`src/inc/wdtu_pkg.sv`:
```
// Package of register map, field layout and timing constants for the watchdog timeout unit
package wdtu_pkg;

    // ****************************************************************
    // Register offsets (word numbers, compared with byte address bits 5:2, one aligned word each)
    // ****************************************************************
    localparam logic [3:0] OFF_CLOCK_CTRL = 4'h0;
    localparam logic [3:0] OFF_GUARD_CTRL = 4'h1;
    localparam logic [3:0] OFF_POWER_MGMT = 4'h2;
    localparam logic [3:0] OFF_ACCESS_KEY = 4'h3;
    localparam logic [3:0] OFF_IRQ_STATUS = 4'h4;
    localparam logic [3:0] OFF_IRQ_ENABLE = 4'h5;
    localparam logic [3:0] OFF_IRQ_CLEAR  = 4'h6;
    localparam logic [3:0] OFF_COUNT_LO   = 4'h7;
    localparam logic [3:0] OFF_COUNT_HI   = 4'h8;
    localparam int         ADDR_W         = 6;

    // ****************************************************************
    // Field positions
    // ****************************************************************
    localparam int CK_PERIOD_HI   = 7;
    localparam int CK_PERIOD_LO   = 6;
    localparam int GD_IRQ_FLAG    = 3;
    localparam int GD_RST_FLAG    = 2;
    localparam int GD_RST_ENABLE  = 1;
    localparam int GD_RESTART     = 0;
    localparam int PM_DIV_HI      = 7;
    localparam int PM_DIV_LO      = 6;
    localparam int PM_MULT        = 3;
    localparam int ST_IRQ         = 0;
    localparam int ST_RST         = 1;

    // ****************************************************************
    // Reset values and keys
    // ****************************************************************
    localparam logic [7:0] CLOCK_CTRL_RST = 8'h00;
    localparam logic [7:0] POWER_MGMT_RST = 8'h80;
    localparam logic [7:0] KEY_FIRST      = 8'hAA;
    localparam logic [7:0] KEY_SECOND     = 8'h55;
    localparam logic [2:0] KEY_WINDOW     = 3'h4;

    // ****************************************************************
    // Timeout constants
    // ****************************************************************
    localparam int          COUNT_W        = 35;
    localparam logic [9:0]  RESET_GAP      = 10'h200;
    localparam logic [5:0]  EXP_BASE_MULT  = 6'h0F;
    localparam logic [5:0]  EXP_BASE_SLOW  = 6'h10;
    localparam logic [5:0]  EXP_BASE_MID   = 6'h11;
    localparam logic [5:0]  EXP_BASE_PMM   = 6'h19;
    localparam logic [5:0]  EXP_STEP       = 6'h03;

    // Access unlock states
    typedef enum logic [1:0]
    {
        WDTU_KEY_IDLE  = 2'b00,
        WDTU_KEY_HALF  = 2'b01,
        WDTU_KEY_OPEN  = 2'b10
    } wdtu_key_e;

endpackage

```
`src/rtl/wdtu_timer.sv`:
```
// Watchdog counter chain: timeout detection and 512-clock reset delay
module wdtu_timer
#(
    parameter int COUNT_W = wdtu_pkg::COUNT_W
)
(
    input  wire logic               clk_in,
    input  wire logic               rst_b_in,
    input  wire logic               ce_in,
    input  wire logic               restart_in,
    input  wire logic [5:0]         exp_in,
    output logic      [COUNT_W-1:0] count_out,
    output logic                    irq_set_out,
    output logic                    rst_set_out
);

    logic [COUNT_W-1:0] count_reg;
    logic [9:0]         gap_reg;
    logic               gap_run_reg;
    logic               hit;

    // Full count reached when the count equals 2^exp - 1
    assign hit = (count_reg == ((COUNT_W'(1) << exp_in) - COUNT_W'(1)));

    // ****************************************************************
    // Free running counter; restart returns it to zero
    // ****************************************************************
    always_ff @(posedge clk_in or negedge rst_b_in)
    begin
        if (!rst_b_in)
            count_reg <= '0;
        else if (ce_in)
        begin
            if (restart_in || hit)
                count_reg <= '0;
            else
                count_reg <= count_reg + COUNT_W'(1);
        end
    end

    // Reset flag follows the timeout by a fixed clock gap; restart cancels it
    always_ff @(posedge clk_in or negedge rst_b_in)
    begin
        if (!rst_b_in)
        begin
            gap_reg     <= '0;
            gap_run_reg <= 1'b0;
        end
        else if (ce_in)
        begin
            if (restart_in)
                gap_run_reg <= 1'b0;
            else if (hit)
            begin
                gap_run_reg <= 1'b1;
                gap_reg     <= wdtu_pkg::RESET_GAP - 10'h001;
            end
            else if (gap_run_reg)
            begin
                if (gap_reg == 10'h000)
                    gap_run_reg <= 1'b0;
                else
                    gap_reg <= gap_reg - 10'h001;
            end
        end
    end

    assign count_out   = count_reg;
    assign irq_set_out = ce_in && hit && !restart_in;
    assign rst_set_out = ce_in && gap_run_reg && gap_reg == 10'h000 && !restart_in;

endmodule

```
`src/rtl/wdtu_top.sv`:
```
// Watchdog timeout unit top: Avalon-MM registers, timed access, flags and reset request
//
// Local design decisions: the Avalon-MM interface to the registers and the register offsets.
module wdtu_top
(
    input  wire logic        CLK_IN,
    input  wire logic        RST_B_IN,
    input  wire logic        CE_IN,
    input  wire logic [5:0]  AVS_ADDRESS_IN,
    input  wire logic        AVS_READ_IN,
    input  wire logic        AVS_WRITE_IN,
    input  wire logic [31:0] AVS_WRITEDATA_IN,
    input  wire logic [3:0]  AVS_BYTEENABLE_IN,
    output logic      [31:0] AVS_READDATA_OUT,
    output logic             AVS_WAITREQUEST_OUT,
    output logic             IRQ_OUT,
    output logic             WAKE_OUT,
    output logic             CPU_RESET_OUT
);

    // ****************************************************************
    // Reset release and local state
    // ****************************************************************
    logic                          rst_meta_reg;
    logic                          rst_sync_reg;
    logic [7:0]                    clock_ctrl_reg;
    logic [7:0]                    power_mgmt_reg;
    logic                          timeout_irq_flag_reg;
    logic                          timeout_reset_flag_reg;
    logic                          timeout_reset_enable_reg;
    logic                          timeout_irq_enable_reg;
    logic                          rst_status_enable_reg;
    logic                          rst_status_reg;
    wdtu_pkg::wdtu_key_e           key_state_reg;
    logic [2:0]                    key_timer_reg;
    logic                          ack_reg;
    logic                          restart;
    logic                          irq_set;
    logic                          rst_set;
    logic [wdtu_pkg::COUNT_W-1:0]  count;
    logic [5:0]                    exp_sel;
    logic                          wr_hit;
    logic                          rd_hit;
    logic [3:0]                    word;
    logic                          key_open;
    logic [7:0]                    wbyte;

    // Reset released through two flops; assertion stays asynchronous
    always_ff @(posedge CLK_IN or negedge RST_B_IN)
    begin
        if (!RST_B_IN)
        begin
            rst_meta_reg <= 1'b0;
            rst_sync_reg <= 1'b0;
        end
        else
        begin
            rst_meta_reg <= 1'b1;
            rst_sync_reg <= rst_meta_reg;
        end
    end

    // ****************************************************************
    // Bus decode: one wait state, then the answer at the acknowledging edge
    // ****************************************************************
    assign word     = AVS_ADDRESS_IN[5:2];
    assign wbyte    = AVS_BYTEENABLE_IN[0] ? AVS_WRITEDATA_IN[7:0] : 8'h00;
    assign wr_hit   = CE_IN && AVS_WRITE_IN && ack_reg && AVS_BYTEENABLE_IN[0];
    assign rd_hit   = CE_IN && AVS_READ_IN && !ack_reg;
    assign key_open = (key_state_reg == wdtu_pkg::WDTU_KEY_OPEN);

    // Exponent of the timeout from period, divide and multiplier bits
    function automatic logic [5:0] timeout_exp(input logic [1:0] period, input logic [1:0] div, input logic mult);
        logic [5:0] base;
        base = 6'h00;
        case (div)
            2'b00:   base = mult ? wdtu_pkg::EXP_BASE_MULT : wdtu_pkg::EXP_BASE_SLOW;
            2'b01:   base = wdtu_pkg::EXP_BASE_MID;
            2'b10:   base = wdtu_pkg::EXP_BASE_MID;
            default: base = wdtu_pkg::EXP_BASE_PMM;
        endcase
        timeout_exp = base + 6'(period) * wdtu_pkg::EXP_STEP;
    endfunction

    assign exp_sel = timeout_exp({clock_ctrl_reg[wdtu_pkg::CK_PERIOD_HI], clock_ctrl_reg[wdtu_pkg::CK_PERIOD_LO]},
                                 {power_mgmt_reg[wdtu_pkg::PM_DIV_HI], power_mgmt_reg[wdtu_pkg::PM_DIV_LO]},
                                 power_mgmt_reg[wdtu_pkg::PM_MULT]);

    // Restart is a write of the restart bit while the timed-access window is open
    assign restart = wr_hit && word == wdtu_pkg::OFF_GUARD_CTRL && key_open
                     && wbyte[wdtu_pkg::GD_RESTART];

    wdtu_timer
    #(
        .COUNT_W (wdtu_pkg::COUNT_W)
    )
    u_timer
    (
        .clk_in      (CLK_IN),
        .rst_b_in    (rst_sync_reg),
        .ce_in       (CE_IN),
        .restart_in  (restart),
        .exp_in      (exp_sel),
        .count_out   (count),
        .irq_set_out (irq_set),
        .rst_set_out (rst_set)
    );

    // Waitrequest handshake: each request gets exactly one acknowledge cycle
    // Waitrequest is its own flop so the port never sees a gate after the register
    always_ff @(posedge CLK_IN or negedge rst_sync_reg)
    begin
        if (!rst_sync_reg)
        begin
            ack_reg             <= 1'b0;
            AVS_WAITREQUEST_OUT <= 1'b1;
        end
        else if (CE_IN)
        begin
            ack_reg             <= (AVS_READ_IN || AVS_WRITE_IN) && !ack_reg;
            AVS_WAITREQUEST_OUT <= !((AVS_READ_IN || AVS_WRITE_IN) && !ack_reg);
        end
    end

    // ****************************************************************
    // Timed access: two key writes open a short window for protected bits
    // ****************************************************************
    always_ff @(posedge CLK_IN or negedge rst_sync_reg)
    begin
        if (!rst_sync_reg)
        begin
            key_state_reg <= wdtu_pkg::WDTU_KEY_IDLE;
            key_timer_reg <= 3'h0;
        end
        else if (CE_IN)
        begin
            if (wr_hit && word == wdtu_pkg::OFF_ACCESS_KEY)
            begin
                key_timer_reg <= wdtu_pkg::KEY_WINDOW;
                if (wbyte == wdtu_pkg::KEY_FIRST)
                    key_state_reg <= wdtu_pkg::WDTU_KEY_HALF;
                else if (wbyte == wdtu_pkg::KEY_SECOND && key_state_reg == wdtu_pkg::WDTU_KEY_HALF)
                    key_state_reg <= wdtu_pkg::WDTU_KEY_OPEN;
                else
                    key_state_reg <= wdtu_pkg::WDTU_KEY_IDLE;
            end
            else if (key_state_reg != wdtu_pkg::WDTU_KEY_IDLE)
            begin
                // Window closes on timeout; a used window is spent
                if (key_timer_reg == 3'h0 || (wr_hit && word == wdtu_pkg::OFF_GUARD_CTRL && key_open))
                    key_state_reg <= wdtu_pkg::WDTU_KEY_IDLE;
                else
                    key_timer_reg <= key_timer_reg - 3'h1;
                case (key_state_reg)
                    wdtu_pkg::WDTU_KEY_HALF: ;
                    wdtu_pkg::WDTU_KEY_OPEN: ;
                    default:                 ;
                endcase
            end
        end
    end

    // ****************************************************************
    // Unprotected configuration registers
    // ****************************************************************
    always_ff @(posedge CLK_IN or negedge rst_sync_reg)
    begin
        if (!rst_sync_reg)
        begin
            clock_ctrl_reg         <= wdtu_pkg::CLOCK_CTRL_RST;
            power_mgmt_reg         <= wdtu_pkg::POWER_MGMT_RST;
            timeout_irq_enable_reg <= 1'b0;
            rst_status_enable_reg  <= 1'b0;
        end
        else if (CE_IN && wr_hit)
        begin
            if (word == wdtu_pkg::OFF_CLOCK_CTRL)
                clock_ctrl_reg <= wbyte;
            if (word == wdtu_pkg::OFF_POWER_MGMT)
                power_mgmt_reg <= wbyte;
            if (word == wdtu_pkg::OFF_IRQ_ENABLE)
            begin
                timeout_irq_enable_reg <= wbyte[wdtu_pkg::ST_IRQ];
                rst_status_enable_reg  <= wbyte[wdtu_pkg::ST_RST];
            end
        end
    end

    // Reset enable changes only inside an open timed-access window
    always_ff @(posedge CLK_IN or negedge rst_sync_reg)
    begin
        if (!rst_sync_reg)
            timeout_reset_enable_reg <= 1'b0;
        else if (CE_IN && wr_hit && word == wdtu_pkg::OFF_GUARD_CTRL && key_open)
            timeout_reset_enable_reg <= wbyte[wdtu_pkg::GD_RST_ENABLE];
    end

    // ****************************************************************
    // Sticky flags: a hardware set wins over a software clear
    // ****************************************************************
    always_ff @(posedge CLK_IN or negedge rst_sync_reg)
    begin
        if (!rst_sync_reg)
        begin
            timeout_irq_flag_reg   <= 1'b0;
            timeout_reset_flag_reg <= 1'b0;
            rst_status_reg         <= 1'b0;
        end
        else if (CE_IN)
        begin
            if (irq_set)
                timeout_irq_flag_reg <= 1'b1;
            else if (wr_hit && word == wdtu_pkg::OFF_IRQ_CLEAR && wbyte[wdtu_pkg::ST_IRQ])
                timeout_irq_flag_reg <= 1'b0;
            if (rst_set)
                timeout_reset_flag_reg <= 1'b1;
            else if (wr_hit && word == wdtu_pkg::OFF_GUARD_CTRL && !wbyte[wdtu_pkg::GD_RST_FLAG])
                timeout_reset_flag_reg <= 1'b0;
            if (rst_set)
                rst_status_reg <= 1'b1;
            else if (wr_hit && word == wdtu_pkg::OFF_IRQ_CLEAR && wbyte[wdtu_pkg::ST_RST])
                rst_status_reg <= 1'b0;
        end
    end

    // ****************************************************************
    // Outputs, all registered
    // ****************************************************************
    always_ff @(posedge CLK_IN or negedge rst_sync_reg)
    begin
        if (!rst_sync_reg)
        begin
            IRQ_OUT       <= 1'b0;
            WAKE_OUT      <= 1'b0;
            CPU_RESET_OUT <= 1'b0;
        end
        else if (CE_IN)
        begin
            IRQ_OUT       <= (timeout_irq_flag_reg && timeout_irq_enable_reg)
                             || (rst_status_reg && rst_status_enable_reg);
            WAKE_OUT      <= timeout_irq_flag_reg && timeout_irq_enable_reg;
            CPU_RESET_OUT <= rst_set && timeout_reset_enable_reg;
        end
    end

    // Read data: captured in the wait cycle, presented at the acknowledge edge
    always_ff @(posedge CLK_IN or negedge rst_sync_reg)
    begin
        if (!rst_sync_reg)
            AVS_READDATA_OUT <= 32'h00000000;
        else if (rd_hit)
        begin
            case (word)
                wdtu_pkg::OFF_CLOCK_CTRL: AVS_READDATA_OUT <= {24'h000000, clock_ctrl_reg};
                wdtu_pkg::OFF_GUARD_CTRL: AVS_READDATA_OUT <= {28'h0000000, timeout_irq_flag_reg,
                                                               timeout_reset_flag_reg, timeout_reset_enable_reg, 1'b0};
                wdtu_pkg::OFF_POWER_MGMT: AVS_READDATA_OUT <= {24'h000000, power_mgmt_reg};
                wdtu_pkg::OFF_IRQ_STATUS: AVS_READDATA_OUT <= {30'h00000000, rst_status_reg, timeout_irq_flag_reg};
                wdtu_pkg::OFF_IRQ_ENABLE: AVS_READDATA_OUT <= {30'h00000000, rst_status_enable_reg,
                                                               timeout_irq_enable_reg};
                wdtu_pkg::OFF_COUNT_LO:   AVS_READDATA_OUT <= count[31:0];
                wdtu_pkg::OFF_COUNT_HI:   AVS_READDATA_OUT <= {29'h00000000, count[34:32]};
                default:                  AVS_READDATA_OUT <= 32'h00000000;
            endcase
        end
    end

    // ****************************************************************
    // Checks
    // ****************************************************************
    property p_reset_needs_enable;
        @(posedge CLK_IN) disable iff (!rst_sync_reg)
        CPU_RESET_OUT |-> $past(timeout_reset_enable_reg);
    endproperty
    a_reset_needs_enable: assert property (p_reset_needs_enable) else $error("reset without enable");

    property p_reset_after_irq;
        @(posedge CLK_IN) disable iff (!rst_sync_reg)
        (CE_IN && rst_set) |-> $past(timeout_irq_flag_reg) || $past(irq_set, 512);
    endproperty
    a_reset_after_irq: assert property (p_reset_after_irq) else $error("reset flag without irq");

    property p_irq_sticky;
        @(posedge CLK_IN) disable iff (!rst_sync_reg)
        (timeout_irq_flag_reg && !(wr_hit && word == wdtu_pkg::OFF_IRQ_CLEAR)) |=> timeout_irq_flag_reg;
    endproperty
    a_irq_sticky: assert property (p_irq_sticky) else $error("irq flag lost");

    property p_irq_set;
        @(posedge CLK_IN) disable iff (!rst_sync_reg)
        irq_set |=> timeout_irq_flag_reg;
    endproperty
    a_irq_set: assert property (p_irq_set) else $error("irq flag not set");

    property p_restart_zero;
        @(posedge CLK_IN) disable iff (!rst_sync_reg)
        (CE_IN && restart) |=> count == '0;
    endproperty
    a_restart_zero: assert property (p_restart_zero) else $error("restart did not clear count");

    property p_enable_guarded;
        @(posedge CLK_IN) disable iff (!rst_sync_reg)
        $changed(timeout_reset_enable_reg) |-> $past(key_open);
    endproperty
    a_enable_guarded: assert property (p_enable_guarded) else $error("unguarded enable change");

    property p_irq_independent;
        @(posedge CLK_IN) disable iff (!rst_sync_reg)
        (CE_IN && timeout_irq_flag_reg && timeout_irq_enable_reg) |=> IRQ_OUT && WAKE_OUT;
    endproperty
    a_irq_independent: assert property (p_irq_independent) else $error("irq not raised");

    property p_count_runs;
        @(posedge CLK_IN) disable iff (!rst_sync_reg)
        (CE_IN && !restart && !irq_set) |=> count == $past(count) + 35'h1;
    endproperty
    a_count_runs: assert property (p_count_runs) else $error("counter stalled");

    property p_wake_follows;
        @(posedge CLK_IN) disable iff (!rst_sync_reg)
        (CE_IN && !(timeout_irq_flag_reg && timeout_irq_enable_reg)) |=> !WAKE_OUT;
    endproperty
    a_wake_follows: assert property (p_wake_follows) else $error("wake without enabled flag");

    c_irq:     cover property (@(posedge CLK_IN) irq_set);
    c_reset:   cover property (@(posedge CLK_IN) CPU_RESET_OUT);
    c_restart: cover property (@(posedge CLK_IN) restart);
    c_masked:  cover property (@(posedge CLK_IN) timeout_irq_flag_reg && !timeout_irq_enable_reg);
    c_keyed:   cover property (@(posedge CLK_IN) key_open);

endmodule

```
`config.mk`:
```
export PLATFORM = sky130hd
export DESIGN_NAME = wdtu_top
export DESIGN_NICKNAME = d
export VERILOG_FILES = /design/src/inc/wdtu_pkg.sv /design/src/rtl/wdtu_timer.sv /design/src/rtl/wdtu_top.sv
export SDC_FILE = /design/constraint.sdc
export NUM_CORES = 1
export LEC_CHECK = 0
export BUFFER_PORTS_ARGS = -buffer_cell sky130_fd_sc_hd__buf_2
export CAP_MARGIN = 20
export CORE_MARGIN = 2
export CORE_UTILIZATION = 60
export CTS_CLUSTER_DIAMETER = 100
export DETAILED_ROUTE_END_ITERATION = 16
export PLACE_DENSITY_LB_ADDON = 0.25
export SKIP_CTS_REPAIR_TIMING = 1
export SLEW_MARGIN = 10
export SYNTH_ARGS = -nofsm -noshare
export SYNTH_HDL_FRONTEND = slang
export SYNTH_SLANG_ARGS = --single-unit
```
`constraint.sdc`:
```
create_clock -name CLK_IN -period 3.9 [get_ports CLK_IN]
set_input_delay 0.195 -clock CLK_IN [delete_from_list [all_inputs] [get_ports CLK_IN]]
set_output_delay 0.195 -clock CLK_IN [all_outputs]
set_load 0.01 [all_outputs]
```
# After elaboration in Yosys (flattened, before gate mapping)
# Index checks and enable logic that the tools add are counted.
# op_classes
n_reduce_logical	55
n_addsub	5
bitwise	1
muxes	26
shifts	1
n_eq_ne	17
multipliers	1
# ops
cell	count
32-bit one-hot mux with 7 select lines	1
35-bit by 1-bit adder with 35-bit output (second input constant)	1
35-bit equality test	1
35-bit 2-to-1 mux	1
1-bit by 6-bit << shifter with 35-bit output (first input constant)	1
35-bit by 1-bit subtractor with 35-bit output (second input constant)	1
10-bit 2-to-1 mux	3
1-bit logical AND	26
4-bit by 3-bit equality test with 1-bit output (second input constant)	4
2-bit nonzero test	7
2-bit AND reduction	6
10-bit zero test	1
1-bit 2-to-1 mux	10
2-bit 2-to-1 mux	5
5-bit one-hot mux with 2 select lines	1
10-bit by 1-bit subtractor with 10-bit output (second input constant)	1
3-bit 2-to-1 mux	3
4-bit by 2-bit equality test with 1-bit output (second input constant)	2
8-bit by 7-bit equality test with 1-bit output (second input constant)	1
8-bit equality test (second input constant)	1
8-bit 2-to-1 mux	1
6-bit by 4-bit adder with 6-bit output	1
3-bit AND reduction	2
5-bit 2-to-1 mux	1
other kinds (16)	24
# word_totals
inputBits	47
regBits	112
out_inout_bits	36
word_cells	127

# Longest topological paths before layout
# depth
depth_word	11
depth_mapped	26
mapped_depth_nobuf	23

# Cells and area by module
# A second synthesis with hierarchy kept.
# hier_totals
cells_unflattened	787
area_unflattened_um2	7370.8
# modules_own_cells
mod	area_per_inst_um2	seq_area_each_um2	cells_per_inst	n_inst
wdtu_timer	4063.9	1151.1	468	1
wdtu_top	3306.9	1654.1	319	1

# Worst setup path after synthesis
# Ideal clock, no wire load.
# synth_timing
path_type	register to register
startpoint	reg power_mgmt_reg[7]
endpoint	reg u_timer.count_reg[1], in the netlist u_timer.count_out[1]
setup_ps	122
t_required_ps	3778
synth_period_minus_slack_ps	5315
t_arrival_ps	5194
path_buffers	3
setup_slack_ps	-1415
stages_incl_launch_ff	23
cell_sequence	dfstp_2 -> inv_1 -> ha_1 -> and3b_1 -> buf_4 -> xor2_1 -> ha_1 -> inv_1 -> fa_1 -> buf_2 -> or2_2 -> o211ai_2 -> clkbuf_1 -> nor4_1 -> nand3_1 -> ha_1 -> o41a_1 -> nand2_1 -> nor4_1 -> mux2i_1 -> nand3_1 -> or4_4 -> a32o_1
# synth_via
elab_chain_cells	9
elab_cells_between_ends	11
cone_classes	2 x add/sub; 3 x eq/ne; 1 x shift; 2 x mux; 3 x reduce/logical
# synth_lines
element	line_no	text
start, declared	wdtu_top.sv:27	logic [7:0] power_mgmt_reg;
start signal, assigned	wdtu_top.sv:171	power_mgmt_reg <= wdtu_pkg::POWER_MGMT_RST;
start signal, assigned	wdtu_top.sv:180	power_mgmt_reg <= wbyte;
2-bit equality test or 2-bit by 1-bit equality test with 1-bit output (tied branches)	wdtu_top.sv:76	case (div)
2-bit OR reduction (no source line)	--	
5-bit one-hot mux with 2 select lines (*)	wdtu_top.sv:76	
6-bit by 4-bit adder with 6-bit output (*)	wdtu_top.sv:82	timeout_exp = base + 6'(period) * wdtu_pkg::EXP_STEP;
1-bit by 6-bit << shifter with 35-bit output (*)	wdtu_timer.sv:23	assign hit = (count_reg == ((COUNT_W'(1) << exp_in) - COUNT_W'(1)));
35-bit by 1-bit subtractor with 35-bit output (*)	wdtu_timer.sv:23	
35-bit equality test (*)	wdtu_timer.sv:23	
1-bit logical OR (*)	wdtu_timer.sv:34	if (restart_in || hit)
35-bit 2-to-1 mux (*)	wdtu_timer.sv:34	
end signal, assigned	wdtu_timer.sv:37	count_reg <= count_reg + COUNT_W'(1);
end, declared	wdtu_timer.sv:17	logic [COUNT_W-1:0] count_reg;
# Mark *: on every way between the ends. The rest lies on a longest branch, timed or not.
# A chain may end at the register's enable or synchronous reset.

# Worst setup path after layout
# Same ends and word-level chain as after synthesis.

==> flow_results.xml <==
<?xml version="1.0" encoding="UTF-8"?>
<metrics>
  <group name="detailed_routing">
    <metric name="post_drt_via_cell_ratio" unit="">6.71</metric>
    <metric name="post_drt_wl_per_cell" unit="um">22.1</metric>
    <metric name="post_detailed_routing_wire_length" unit="mm">27.6</metric>
    <metric name="remaining_drc_errors" unit="">0</metric>
    <metric name="post_route_ant_nets" unit="">0</metric>
    <metric name="drt_first_iter_violations" unit="">1174</metric>
    <metric name="vias" unit="">8390</metric>
    <metric name="drt_pre_antenna_iters" unit="">6</metric>
  </group>
  <group name="setup_path">
    <metric name="worst_setup_path_start_kind" unit="">flip-flop</metric>
    <metric name="required" unit="ps">4150</metric>
    <metric name="path_max_fanout" unit="">5</metric>
    <metric name="worst_setup_path_end_kind" unit="">flip-flop</metric>
    <metric name="cp_data_arrival_time" unit="ps">5380</metric>
    <metric name="critPathKind" unit="">flip-flop to flip-flop</metric>
  </group>
  <group name="synth">
    <metric name="syn-num-nets" unit="">953</metric>
    <metric name="yosysUniqueCellTypes" unit="">85</metric>
    <metric name="synthesis.instances" unit="">893</metric>
    <metric name="synth_area_leader_cell" unit="">dfrtp_1</metric>
    <metric name="ys.warnings.count" unit="">0</metric>
    <metric name="synth-edff-count" unit="">0</metric>
    <metric name="synthArstFlopShare" unit="">1.00</metric>
    <metric name="synth_seq_area_share" unit="">0.358</metric>
    <metric name="post_synth.cell_area_avg" unit="sq um">8.77</metric>
    <metric name="dominantRegCellSynth" unit="">dfrtp_1</metric>
    <metric name="yosys-top-cells-area" unit="">dfrtp_1, xnor2_1, nand2_1</metric>
    <metric name="synth-seq-cells" unit="">112</metric>
    <metric name="synthDominantCellAreaShare" unit="">0.351</metric>
    <metric name="synth.cell_area" unit="sq mm">0.00783</metric>
  </group>
  <group name="timing">
    <metric name="setup_viol" unit="">47</metric>
    <metric name="slew_violations" unit="">0</metric>
    <metric name="fin_skew" unit="ps">9.43</metric>
    <metric name="post-route-min-period" unit="ps">5130</metric>
    <metric name="worst_slack" unit="ps">-1230</metric>
    <metric name="period_share" unit="">1.31</metric>
    <metric name="worst_pin_slew" unit="ps">863</metric>
    <metric name="maxSlewHeadroom" unit="">0.425</metric>
    <metric name="maxClockFrequency" unit="GHz">0.195</metric>
    <metric name="setup_repair_after_global_routing_missed_its_margin" unit="">yes</metric>
    <metric name="fin_setup_tns" unit="ps">-51960</metric>
    <metric name="finalHoldWorstSlack" unit="ps">109</metric>
    <metric name="timing.final.hold_violations" unit="">0</metric>
  </group>
  <group name="clock_network">
    <metric name="htree_num_levels" unit="">3</metric>
    <metric name="clock_path_buffers" unit="">2</metric>
    <metric name="cts-buffers-inserted" unit="">9</metric>
    <metric name="clk_transition_reported_paths" unit="ps">70</metric>
    <metric name="cts_tree" unit="">done</metric>
    <metric name="clk-insertion-delay-late" unit="ps">360</metric>
    <metric name="clk_root_buffer_cell" unit="">clkbuf_16</metric>
    <metric name="clock_sinks" unit="">112</metric>
  </group>
  <group name="floorplanning">
    <metric name="design.core.area" unit="sq mm">0.0127</metric>
    <metric name="die_w" unit="um">118</metric>
    <metric name="floorplan.die_area" unit="sq mm">0.0140</metric>
    <metric name="initial_utilization" unit="">0.618</metric>
    <metric name="fp-row-count" unit="">41</metric>
    <metric name="chipHeight" unit="um">118</metric>
    <metric name="number_of_top_level_pins" unit="">83</metric>
  </group>
  <group name="finish">
    <metric name="final_net_count" unit="">1134</metric>
    <metric name="antennaDiodeCount" unit="">0</metric>
    <metric name="n_fill_cell" unit="">778</metric>
    <metric name="syn_to_final_growth" unit="%">30.8</metric>
    <metric name="flip_flop_count_of_the_largest_register_all_copies_and_words_added" unit="">35</metric>
    <metric name="layout.cell_area.non_filler" unit="sq mm">0.0102</metric>
    <metric name="drive_above_1_share" unit="">0.337</metric>
  </group>
  <group name="pwr">
    <metric name="p_leak" unit="nW">4.54</metric>
    <metric name="power" unit="mW">4.33</metric>
    <metric name="vdd_ir_drop_max" unit="mV">0.300</metric>
    <metric name="power_per_cell_area" unit="mW/mm^2">423</metric>
  </group>
  <group name="placed_design">
    <metric name="placement.cell_area" unit="sq mm">0.00947</metric>
    <metric name="dp_slack" unit="ps">-1120</metric>
    <metric name="dpl.hpwl" unit="mm">19.2</metric>
    <metric name="io_buffer_count" unit="">53</metric>
    <metric name="routability_driven_placement_congestion_ratio" unit="">1.06</metric>
  </group>
  <group name="global_route">
    <metric name="grt_first_pass_wirelength" unit="mm">41.6</metric>
    <metric name="globalRouteOverflowTotal" unit="">0</metric>
    <metric name="largest_net_degree_at_the_start_of_global_routing" unit="">64</metric>
    <metric name="antenna_found_initial" unit="">0</metric>
    <metric name="combined_global_route_utilization_of_all_metal_layers" unit="">0.376</metric>
    <metric name="vias_in_the_first_global_route" unit="">7836</metric>
  </group>
  <group name="status">
    <metric name="failed_checks" unit="">setup timing</metric>
    <metric name="outcome" unit="">finished with violations</metric>
  </group>
  <group name="job">
    <metric name="maxCapViolations" unit="">0</metric>
  </group>
  <group name="worst_hold_path">
    <metric name="class_of_the_tightest_hold_or_removal_check" unit="">input port to flip-flop</metric>
  </group>
</metrics>
-- power by group --
part / total [mW] / internal, mW / switching [mW]
logic: 1.96 / 0.907 / 1.06
registers: 1.39 / 1.25 / 0.139
clock network: 0.976 / 0.516 / 0.461
total: 4.33 / 2.68 / 1.66
-- critical path, cell delays in order, from the launching register on --
cell and delay [ps]:
dfstp_2 570, inv_2 50, ha_4 150, and3b_2 250, xor2_2 200, ha_4 170
inv_2 40, fa_2 390, nand4b_1 160, buf_4 150, o211ai_4 90, nor4_4 370
nand3_2 140, ha_4 210, xnor2_4 130, xnor2_1 140, nor3_1 210, o21ai_1 110
nor2_1 130, a31oi_2 70, and4b_1 300, nand4b_1 130, or4_4 580, a32o_1 280
-- cells by family (layout without fill, tap and decap cells) --
kind of cell,after synthesis,in the layout,share of synthesized area
xor+xnor,84,84,0.0995
mux,27,27,0.0374
compound gates,222,222,0.199
other cells,1,1,0.000479
flops,112,112,0.358
fa+ha+maj,13,13,0.0217
buf+inv,87,273,0.0513
simple gates,347,347,0.233
-- placed cells by master (no fill, tap or decap), types with 22 or more instances in the layout --
master / instances
dfrtp_1: 109
nand2_1: 109
a21oi_1: 22
xnor2_1: 56
buf_2: 53
a22o_1: 32
buf_4: 167
nor4_1: 23
nor3_1: 25
a21oi_2: 28
nor2_1: 45
o21ai_0: 30
nand3_1: 32
-- per-layer routing --
layer / global-route usage / vias up / wire length [um]
met2: 0.612 / 641 / 13000
met5: 0 / - / 0
li1: - / 3628 / -
met1: 0.487 / 3979 / 10200
met3: 0.0569 / 142 / 3150
met4: 0.188 / 0 / 1320
-- final timing paths --
kind                                               start                               end  slack (ps)  depth (start not counted)
min in group asynchronous                       RST_B_IN            rst_sync_reg$_DFF_PN0_         180                          2
hold reg to reg                   rst_meta_reg$_DFF_PN0_            rst_sync_reg$_DFF_PN0_         360                          0
hold / removal                       AVS_WRITEDATA_IN[4]     clock_ctrl_reg[4]$_DFFE_PN0P_         110                          2
setup / recovery           power_mgmt_reg[7]$_DFFE_PN1P_  u_timer.count_out[1]$_DFFE_PN0P_       -1230                         23
max in group asynchronous         rst_sync_reg$_DFF_PN0_         CPU_RESET_OUT$_DFFE_PN0P_        2560                          1
setup reg to reg           power_mgmt_reg[7]$_DFFE_PN1P_  u_timer.count_out[1]$_DFFE_PN0P_       -1230                         23
-- through the flow --
| stage | instances | util |
|---|---|---|
| 3_5_place_dp | 1216 | 0.747 |
| 5_1_grt | 1251 | 0.808 |
| 2_1_floorplan | 893 | - |
| 4_1_cts | 1232 | 0.772 |
| 3_3_place_gp | 1216 | 0.747 |
| 6_report | 1251 | 0.808 |
-- synthesized netlist by cell type, types with 7 or more instances --
master	instances
nand2_1	112
dfrtp_1	110
a21oi_1	57
xnor2_1	57
nor2_1	46
clkbuf_1	43
nand3_1	33
a22o_1	32
o21ai_0	32
nor3_1	26
nor4_1	26
inv_1	23
xor2_1	22
nand4_1	21
mux2_2	18
and3_1	16
ha_1	12
o31ai_1	11
a22oi_1	10
o21ai_1	10
buf_2	9
mux2i_1	9
buf_6	8
o211ai_1	8
a31oi_1	7
nor2b_1	7
or4_1	7
-- cell type report --
cell class,count,area [sq um],area share
well taps,172,215,0.0210
inverters,23,86.3,0.00843
clock inverters,6,86.3,0.00843
multi-input cells,694,5040,0.492
repair buffers,234,1770,0.173
clock buffers,10,229,0.0224
flip-flops and latches,112,2810,0.274
No activity file was read; power rests on OpenSTA's default activity.
